## src/hw/smsr_pkg.sv

```systemverilog
package smsr_pkg;
  // ----------------------------------------------------------------
  // register offsets (8-bit address space)
  // ----------------------------------------------------------------
  localparam logic [7:0] A_SYS_CTL = 8'h00;
  localparam logic [7:0] A_LO_CTL = 8'h01;
  localparam logic [7:0] A_UP_CTL = 8'h02;
  localparam logic [7:0] A_LO_CMP = 8'h03;
  localparam logic [7:0] A_UP_CMP = 8'h04;
  localparam logic [7:0] A_IRQ_STAT = 8'h05;
  localparam logic [7:0] A_IRQ_MASK = 8'h06;
  localparam logic [7:0] A_RST_CAUSE = 8'h07;
  localparam logic [7:0] A_MODE_STAT = 8'h08;
  localparam logic [7:0] A_MISC = 8'h09;
  // ----------------------------------------------------------------
  // system_control_two fields and reset value
  // ----------------------------------------------------------------
  localparam int B_FAST_EN = 7;
  localparam int B_SLOW_EN = 6;
  localparam int B_CLK_SEL = 5;
  localparam logic [7:0] SYS_CTL_RST = 8'h80;
  localparam logic [7:0] SYS_CTL_WMASK = 8'hE0;
  // ----------------------------------------------------------------
  // warm-up counter codes
  // ----------------------------------------------------------------
  localparam logic [7:0] UP_WARMUP = 8'h05;
  localparam int B_UP_START = 3;
  localparam logic [7:0] UP_MODE_MASK = 8'hF7;
  localparam logic [7:0] LO_CASC_FC = 8'h63;
  localparam logic [7:0] LO_CASC_FS = 8'h43;
  localparam logic [7:0] CTL_RST = 8'h00;
  localparam logic [7:0] CMP_RST = 8'hFF;
  // ----------------------------------------------------------------
  // interrupt and reset cause bits
  // ----------------------------------------------------------------
  localparam int B_IRQ_WARMUP = 0;
  localparam int B_IRQ_SWITCH = 1;
  localparam int B_RC_EXT = 0;
  localparam int B_RC_TRAP = 1;
  localparam int B_RC_WDT = 2;
  localparam int B_RC_CLK = 3;
  localparam int B_MISC_WDT_EN = 0;
  localparam logic [7:0] MISC_RST = 8'h01;
  // ----------------------------------------------------------------
  // clock division and reset timing
  // ----------------------------------------------------------------
  localparam int PRE_W = 6;
  localparam logic [1:0] FC_PHASE_LAST = 2'h3;
  localparam logic [PRE_W-1:0] FS_PHASE_LAST = 6'h3F;
  localparam int EXT_RST_FC = 12;
  localparam int MALF_RST_FC = 24;
  localparam logic [4:0] EXT_RST_CNT = 5'(EXT_RST_FC);
  localparam logic [4:0] MALF_RST_CNT = 5'(MALF_RST_FC);
  localparam logic [15:0] RESET_VEC_ADDR = 16'hFFFE;
  typedef enum logic [1:0] {
    SMSR_FAST_SINGLE = 2'b00,
    SMSR_FAST_DUAL = 2'b01,
    SMSR_SLOW_ON = 2'b10,
    SMSR_SLOW_OFF = 2'b11
  } smsr_mode_e;
endpackage

```

## src/hw/smsr_top.sv

```systemverilog
`timescale 1ns/1ps
module smsr_top (
  input wire logic mclk_i,
  input wire logic rst_n_i,
  input wire logic [7:0] addr_i,
  input wire logic [7:0] wdata_i,
  input wire logic wr_i,
  input wire logic rd_i,
  output logic [7:0] rdata_o,
  input wire logic reset_pin_n_i,
  input wire logic addr_trap_i,
  input wire logic wdt_fault_i,
  input wire logic [7:0] vec_lo_i,
  input wire logic [7:0] vec_hi_i,
  output logic core_ce_o,
  output logic fast_osc_en_o,
  output logic slow_osc_en_o,
  output smsr_pkg::smsr_mode_e mode_o,
  output logic core_rst_n_o,
  output logic int_state_clear_o,
  output logic [15:0] pc_o,
  output logic pc_load_o,
  output logic watchdog_en_o,
  output logic warmup_done_o,
  output logic irq_o
);
  import smsr_pkg::*;

  logic [7:0] sys_ctl;
  logic [7:0] lo_ctl;
  logic [7:0] up_ctl;
  logic [7:0] lo_cmp;
  logic [7:0] up_cmp;
  logic [7:0] irq_stat;
  logic [7:0] irq_mask;
  logic [7:0] rst_cause;
  logic [7:0] misc;
  logic [PRE_W-1:0] prescale;
  logic [4:0] ext_cnt;
  logic [4:0] malf_cnt;
  logic ext_active;
  logic in_rst;
  logic in_rst_q;
  logic clk_slow;
  logic [15:0] wu_cnt;
  logic wu_event;
  logic switch_event;
  logic clk_fault;
  logic fc_raw;
  logic fc_tick;
  logic fs_tick;
  logic src_tick;
  logic wu_run;
  logic wr_sys;
  logic malf_req;
  logic [1:0] rst_phase;
  logic rst_tick;

  // ----------------------------------------------------------------
  // prescaler and clock enables
  // ----------------------------------------------------------------
  // fs phase end always coincides with an fc phase end, so a source
  // change there never cuts a phase short
  always_ff @(posedge mclk_i) begin
    if (!rst_n_i || in_rst) begin
      prescale <= '0;
    end else begin
      prescale <= prescale + 6'h01;
    end
  end

  assign fc_raw = (prescale[1:0] == FC_PHASE_LAST);
  assign fc_tick = fc_raw && sys_ctl[B_FAST_EN];
  assign fs_tick = (prescale == FS_PHASE_LAST) && sys_ctl[B_SLOW_EN];

  always_ff @(posedge mclk_i) begin
    if (!rst_n_i || in_rst) begin
      clk_slow <= 1'b0;
    end else if (fs_tick) begin
      clk_slow <= sys_ctl[B_CLK_SEL];
    end
  end

  assign switch_event = fs_tick && (clk_slow != sys_ctl[B_CLK_SEL]);
  assign core_ce_o = clk_slow ? fs_tick : fc_tick;

  always_ff @(posedge mclk_i) begin
    if (!rst_n_i || in_rst) begin
      mode_o <= SMSR_FAST_SINGLE;
    end else if (clk_slow) begin
      mode_o <= sys_ctl[B_FAST_EN] ? SMSR_SLOW_ON : SMSR_SLOW_OFF;
    end else begin
      mode_o <= sys_ctl[B_SLOW_EN] ? SMSR_FAST_DUAL : SMSR_FAST_SINGLE;
    end
  end

  // ----------------------------------------------------------------
  // system control register
  // ----------------------------------------------------------------
  assign wr_sys = wr_i && (addr_i == A_SYS_CTL);
  // a write that would leave the selected clock without oscillator
  assign clk_fault = wr_sys && ((!wdata_i[B_FAST_EN] && !wdata_i[B_SLOW_EN]) ||
                     (!wdata_i[B_FAST_EN] && !wdata_i[B_CLK_SEL]) ||
                     (!wdata_i[B_SLOW_EN] && wdata_i[B_CLK_SEL]));

  always_ff @(posedge mclk_i) begin
    if (!rst_n_i || in_rst) begin
      sys_ctl <= SYS_CTL_RST;
    end else if (wr_sys && !clk_fault) begin
      sys_ctl <= wdata_i & SYS_CTL_WMASK;
    end
  end

  assign fast_osc_en_o = sys_ctl[B_FAST_EN];
  assign slow_osc_en_o = sys_ctl[B_SLOW_EN];

  // ----------------------------------------------------------------
  // warm-up counter
  // ----------------------------------------------------------------
  always_ff @(posedge mclk_i) begin
    if (!rst_n_i || in_rst) begin
      lo_ctl <= CTL_RST;
      up_ctl <= CTL_RST;
      lo_cmp <= CMP_RST;
      up_cmp <= CMP_RST;
    end else if (wr_i) begin
      if (addr_i == A_LO_CTL) begin
        lo_ctl <= wdata_i;
      end
      if (addr_i == A_UP_CTL) begin
        up_ctl <= wdata_i;
      end
      if (addr_i == A_LO_CMP) begin
        lo_cmp <= wdata_i;
      end
      if (addr_i == A_UP_CMP) begin
        up_cmp <= wdata_i;
      end
    end
  end

  assign wu_run = up_ctl[B_UP_START] && ((up_ctl & UP_MODE_MASK) == UP_WARMUP);
  assign src_tick = (lo_ctl == LO_CASC_FC) ? fc_tick :
                    (lo_ctl == LO_CASC_FS) ? fs_tick : 1'b0;
  assign wu_event = wu_run && src_tick && (wu_cnt == {up_cmp, lo_cmp});

  // the count restarts after each match so a forgotten stop repeats
  always_ff @(posedge mclk_i) begin
    if (!rst_n_i || in_rst || !wu_run) begin
      wu_cnt <= '0;
    end else if (src_tick) begin
      wu_cnt <= wu_event ? 16'h0000 : wu_cnt + 16'h0001;
    end
  end

  always_ff @(posedge mclk_i) begin
    if (!rst_n_i || in_rst) begin
      warmup_done_o <= 1'b0;
    end else begin
      warmup_done_o <= wu_event;
    end
  end

  // ----------------------------------------------------------------
  // interrupt status and mask
  // ----------------------------------------------------------------
  always_ff @(posedge mclk_i) begin
    if (!rst_n_i || in_rst) begin
      irq_stat <= 8'h00;
    end else begin
      if (wr_i && (addr_i == A_IRQ_STAT)) begin
        irq_stat <= irq_stat & ~wdata_i;
      end
      // set wins over a clear in the same cycle
      if (wu_event) begin
        irq_stat[B_IRQ_WARMUP] <= 1'b1;
      end
      if (switch_event) begin
        irq_stat[B_IRQ_SWITCH] <= 1'b1;
      end
    end
  end

  always_ff @(posedge mclk_i) begin
    if (!rst_n_i || in_rst) begin
      irq_mask <= 8'h00;
    end else if (wr_i && (addr_i == A_IRQ_MASK)) begin
      irq_mask <= wdata_i;
    end
  end

  assign irq_o = |(irq_stat & irq_mask);

  // ----------------------------------------------------------------
  // reset generation
  // ----------------------------------------------------------------
  // own fc phase: the prescaler is held clear during reset, so it
  // cannot time the reset that holds it
  always_ff @(posedge mclk_i) begin
    if (!rst_n_i) begin
      rst_phase <= 2'h0;
    end else begin
      rst_phase <= rst_phase + 2'h1;
    end
  end

  assign rst_tick = (rst_phase == FC_PHASE_LAST);

  always_ff @(posedge mclk_i) begin
    if (!rst_n_i || reset_pin_n_i) begin
      ext_cnt <= 5'h00;
      ext_active <= 1'b0;
    end else if (rst_tick) begin
      if (ext_cnt == EXT_RST_CNT - 5'h01) begin
        ext_active <= 1'b1;
      end else begin
        ext_cnt <= ext_cnt + 5'h01;
      end
    end
  end

  assign malf_req = addr_trap_i || wdt_fault_i || clk_fault;

  // power-on loads the full stretch, giving the allowed spurious pulse
  always_ff @(posedge mclk_i) begin
    if (!rst_n_i) begin
      malf_cnt <= MALF_RST_CNT;
    end else if (malf_req) begin
      malf_cnt <= MALF_RST_CNT;
    end else if (rst_tick && (malf_cnt != 5'h00)) begin
      malf_cnt <= malf_cnt - 5'h01;
    end
  end

  assign in_rst = ext_active || (malf_cnt != 5'h00);
  assign core_rst_n_o = !in_rst;
  assign int_state_clear_o = in_rst;

  always_ff @(posedge mclk_i) begin
    if (!rst_n_i) begin
      rst_cause <= 8'h00;
    end else begin
      if (wr_i && (addr_i == A_RST_CAUSE)) begin
        rst_cause <= rst_cause & ~wdata_i;
      end
      if (ext_active) begin
        rst_cause[B_RC_EXT] <= 1'b1;
      end
      if (addr_trap_i) begin
        rst_cause[B_RC_TRAP] <= 1'b1;
      end
      if (wdt_fault_i) begin
        rst_cause[B_RC_WDT] <= 1'b1;
      end
      if (clk_fault) begin
        rst_cause[B_RC_CLK] <= 1'b1;
      end
    end
  end

  always_ff @(posedge mclk_i) begin
    if (!rst_n_i) begin
      in_rst_q <= 1'b1;
      pc_o <= RESET_VEC_ADDR;
      pc_load_o <= 1'b0;
    end else begin
      in_rst_q <= in_rst;
      pc_load_o <= in_rst_q && !in_rst;
      if (in_rst_q && !in_rst) begin
        pc_o <= {vec_hi_i, vec_lo_i};
      end
    end
  end

  always_ff @(posedge mclk_i) begin
    if (!rst_n_i || in_rst) begin
      misc <= MISC_RST;
    end else if (wr_i && (addr_i == A_MISC)) begin
      misc <= wdata_i & MISC_RST;
    end
  end

  assign watchdog_en_o = misc[B_MISC_WDT_EN];

  // ----------------------------------------------------------------
  // read port
  // ----------------------------------------------------------------
  always_ff @(posedge mclk_i) begin
    if (!rst_n_i) begin
      rdata_o <= 8'h00;
    end else if (rd_i) begin
      unique case (addr_i)
        A_SYS_CTL: rdata_o <= sys_ctl;
        A_LO_CTL: rdata_o <= lo_ctl;
        A_UP_CTL: rdata_o <= up_ctl;
        A_LO_CMP: rdata_o <= lo_cmp;
        A_UP_CMP: rdata_o <= up_cmp;
        A_IRQ_STAT: rdata_o <= irq_stat;
        A_IRQ_MASK: rdata_o <= irq_mask;
        A_RST_CAUSE: rdata_o <= rst_cause;
        A_MODE_STAT: rdata_o <= {5'h00, clk_slow, mode_o};
        A_MISC: rdata_o <= misc;
        default: rdata_o <= 8'h00;
      endcase
    end else begin
      rdata_o <= 8'h00;
    end
  end
endmodule

```

## config.mk

```make
export PLATFORM = sky130hd
export DESIGN_NAME = smsr_top
export DESIGN_NICKNAME = d
export VERILOG_FILES = /design/src/hw/smsr_pkg.sv /design/src/hw/smsr_top.sv
export SDC_FILE = /design/constraint.sdc
export NUM_CORES = 1
export LEC_CHECK = 0
export BUFFER_PORTS_ARGS = -buffer_cell sky130_fd_sc_hd__buf_2
export CORE_ASPECT_RATIO = 1.4
export CORE_UTILIZATION = 55
export CTS_CLUSTER_SIZE = 25
export DETAILED_ROUTE_END_ITERATION = 10
export GPL_ROUTABILITY_DRIVEN = 0
export PLACE_DENSITY_LB_ADDON = 0.25
export SLEW_MARGIN = 20
export SYNTH_ARGS = -nofsm -noshare
export SYNTH_HDL_FRONTEND = slang
export SYNTH_SLANG_ARGS = --single-unit
```

## constraint.sdc

```tcl
create_clock -name mclk_i -period 4.56 [get_ports mclk_i]
set_clock_uncertainty 0.05 [all_clocks]
set_input_delay 0.912 -clock mclk_i [delete_from_list [all_inputs] [get_ports mclk_i]]
set_output_delay 0.912 -clock mclk_i [all_outputs]
set_load 0.01 [all_outputs]
```

==> results.yml <==
cts:
  h-tree-depth: 4
  cts_resized: 0
  cts_sinks: 125
  clk_pin_slew_worst_paths_ns: 0.05
  ctsHoldBuffers: 0
  cts-root-buf: "clkbuf_16"
  cts_setup_buffers: 0
  cts_made_buffers: 17
  insertion_delay_ns: 0.41
  cts_tree: "yes"
  clockBufferDepth: 2
cells_and_area:
  layout_commonest_cell: "dfxtp_1"
  postLayoutCellArea_sq_um: 6540
  layout.nets: 739
  multi_input_area_sq_um: 2930
  syn_to_final_growth_pct: 16.6
  final_cell_mix: "dfxtp_1, nand2_1, buf_2, nor2_1, a21oi_1"
  diodes: 0
  drive_gt1_share_pct: 17.7
  nFillCells: 870
  seq_area_sq_um: 2500
job:
  drv_cap: 0
placed_design:
  dp_hpwl_um: 10500
  place_area_sq_um: 6000
  portBuffers: 73
sta:
  finalCritPeriodShare_pct: 62.9
  max_slew.worst_pin.slew_ns: 0.771
  setup_viol: 0
  rsz0062_at_grt: "no"
  tns_ns: 0
  max_freq_ghz: 0.349
  drv_slew: 0
  fin_crit_ns: 2.87
  max_slew_margin_pct: 48.2
  final_hold_viol_count: 0
floorplan:
  ios: 74
  num_rows: 43
  coreArea_sq_um: 9900
  chipWidth_um: 87.4
  start_util_pct: 56.7
  die_h_um: 122
  die_area_sq_um: 10600
global_route:
  gr-total-overflow: 0
  grt_usage_pct: 28.9
  grt_pass1_vias: 4753
  grt_pass1_wl_um: 23000
  antenna_found_initial: 0
  grt_max_degree: 39
critical_path:
  cp-end-kind: "primary output"
  crit_top_cell: "inv_1"
  crit_path_cell_trace: "inv_1 > ha_1 > or4b_1 > nor2_1 > inv_1 > buf_2"
  cp_num_buf_inv: 3
  critical_path_class: "reg -> out"
  start_kind: "flip-flop"
  slowest_stage: "or4b_1"
  cp_data_required_time_ns: 3.60
  arrival_ns: 1.91
  crit_fanout: 4
  max_stage_delay_ns: 0.47
  cp_top_family: "simple AND/OR/NAND/NOR gates"
routing:
  drc: 0
  vias: 4824
  vias_per_cell: 5.74
  antenna_left: 0
  wirelength_um: 14300
  avgRoutedWirePerCell_um: 17.1
  drtIter0Drc: 389
  drtPass1Iterations: 7
pwr:
  ir_drop_mv: 0.337
  p_leak_nw: 2.40
  pwr_density_cell_nw_per_um2: 372
yosys:
  syn_area_sq_um: 5610
  syn_area_per_cell_sq_um: 8.79
  ys_types: 53
  yosys_warnings: 0
  synth_ff_type: "dfxtp_1"
  yosysTopAreaCellShare_pct: 44.6
  syn-instance-count: 638
  synth_edf_count: 0
  synth-seq-cells: 125
  synthesis.nets: 683
  synth_area_leader_cell: "dfxtp_1"
  synth_area_leaders: "dfxtp_1, nand2_1, mux2i_1, nor2_1, a21oi_1"
  ys_seq_area_share_pct: 44.6
  async_flop_share_pct: 0
worst_hold_path:
  hp-class: "reg -> reg"
status:
  status: "finished clean"
synthesized netlist by cell type, types with 8 or more instances:
| cell | number |
|---|---|
| a21oi_1 | 41 |
| nor2_1 | 57 |
| xnor2_1 | 21 |
| mux2i_1 | 32 |
| clkbuf_1 | 27 |
| and2_1 | 8 |
| nor3_1 | 9 |
| xor2_1 | 22 |
| a22oi_1 | 12 |
| dfxtp_1 | 125 |
| o21ai_0 | 11 |
| nand4_1 | 13 |
| nand2_1 | 120 |
| nand3_1 | 24 |
worst reg2reg max path, stage by stage (launching register included):
cell     delay, ns
dfxtp_1       0.36
ha_1          0.28
nand4_1       0.19
o31a_1        0.50
or3_1         0.51
o21ai_2       0.51
nor2_1        0.13
area by class of cell:
type	instances	area share, %
clock buffer	23	7.30
clock inverter	7	0.994
inverter	5	0.287
multi-input combinational	470	44.8
sequential	125	38.2
tap	135	2.58
timing repair buffer	75	5.81
per-layer routing:
layer  global-route usage [%]  wire length (um)  vias to the layer above  part of all wire, %
li1                         -                 -                     2319                    -
met1                     31.1              5530                     2278                   39
met2                     50.8              7390                      170                   52
met3                     5.99               642                       57                  4.5
met4                     18.3               760                        0                  5.3
met5                        0                 0                        -                    0
registers in the layout, indices dropped and copies added (netlist names), 2 cells and up:
register   flops
rst_phase      2
ext_cnt        5
lo_cmp         8
lo_ctl         8
up_ctl         8
mode_o         2
sys_ctl        3
irq_stat       8
pc_o          16
up_cmp         8
malf_cnt       5
rst_cause      8
wu_cnt        16
irq_mask       8
prescale       6
rdata_o        8
report_power, final:
group          leakage [nW]  internal (mW)  switching (mW)
sequential             1.01           1.10         0.00212
combinational          1.12         0.0346          0.0584
clock                 0.265          0.781           0.459
total                  2.40           1.91           0.519
per-stage QoR:
| stage | setup WS (ns) | std cells | power [mW] | hold slack [ns] | utilization [%] |
|---|---|---|---|---|---|
| floorplan | 1.96 | 638 | 1.18 | 0.348 | - |
| global placement | 1.57 | 810 | 1.21 | 0.359 | 60.6 |
| detailed placement | 1.54 | 810 | 1.21 | 0.380 | 60.6 |
| CTS | 1.69 | 840 | 2.44 | 0.390 | 66.1 |
| global route | 1.60 | 840 | 2.50 | 0.414 | 66.1 |
| finish | 1.69 | 840 | 2.43 | 0.391 | 66.1 |
kinds of logic (layout without fill, tap and decap cells):
group / Yosys count / in the layout / synth area share [%]
simple gates: 289 / 289 / 25.8
xor+xnor: 43 / 43 / 6.71
buf+inv: 43 / 110 / 3.17
compound gates: 89 / 89 / 9.70
flops: 125 / 125 / 44.6
fa+ha+maj: 6 / 6 / 1.34
mux: 43 / 43 / 8.72
path summary, 6_finish.rpt:
check,startpoint,endpoint,slack [ns],cells past startpoint
max,malf_cnt[0],int_state_clear_o,1.69,6
min,rst_cause[6],rst_cause[6],0.39,2
max reg2reg,prescale[0],wu_cnt[15],1.90,6
min reg2reg,rst_cause[6],rst_cause[6],0.39,2
(Power assumes the default switching activity.)
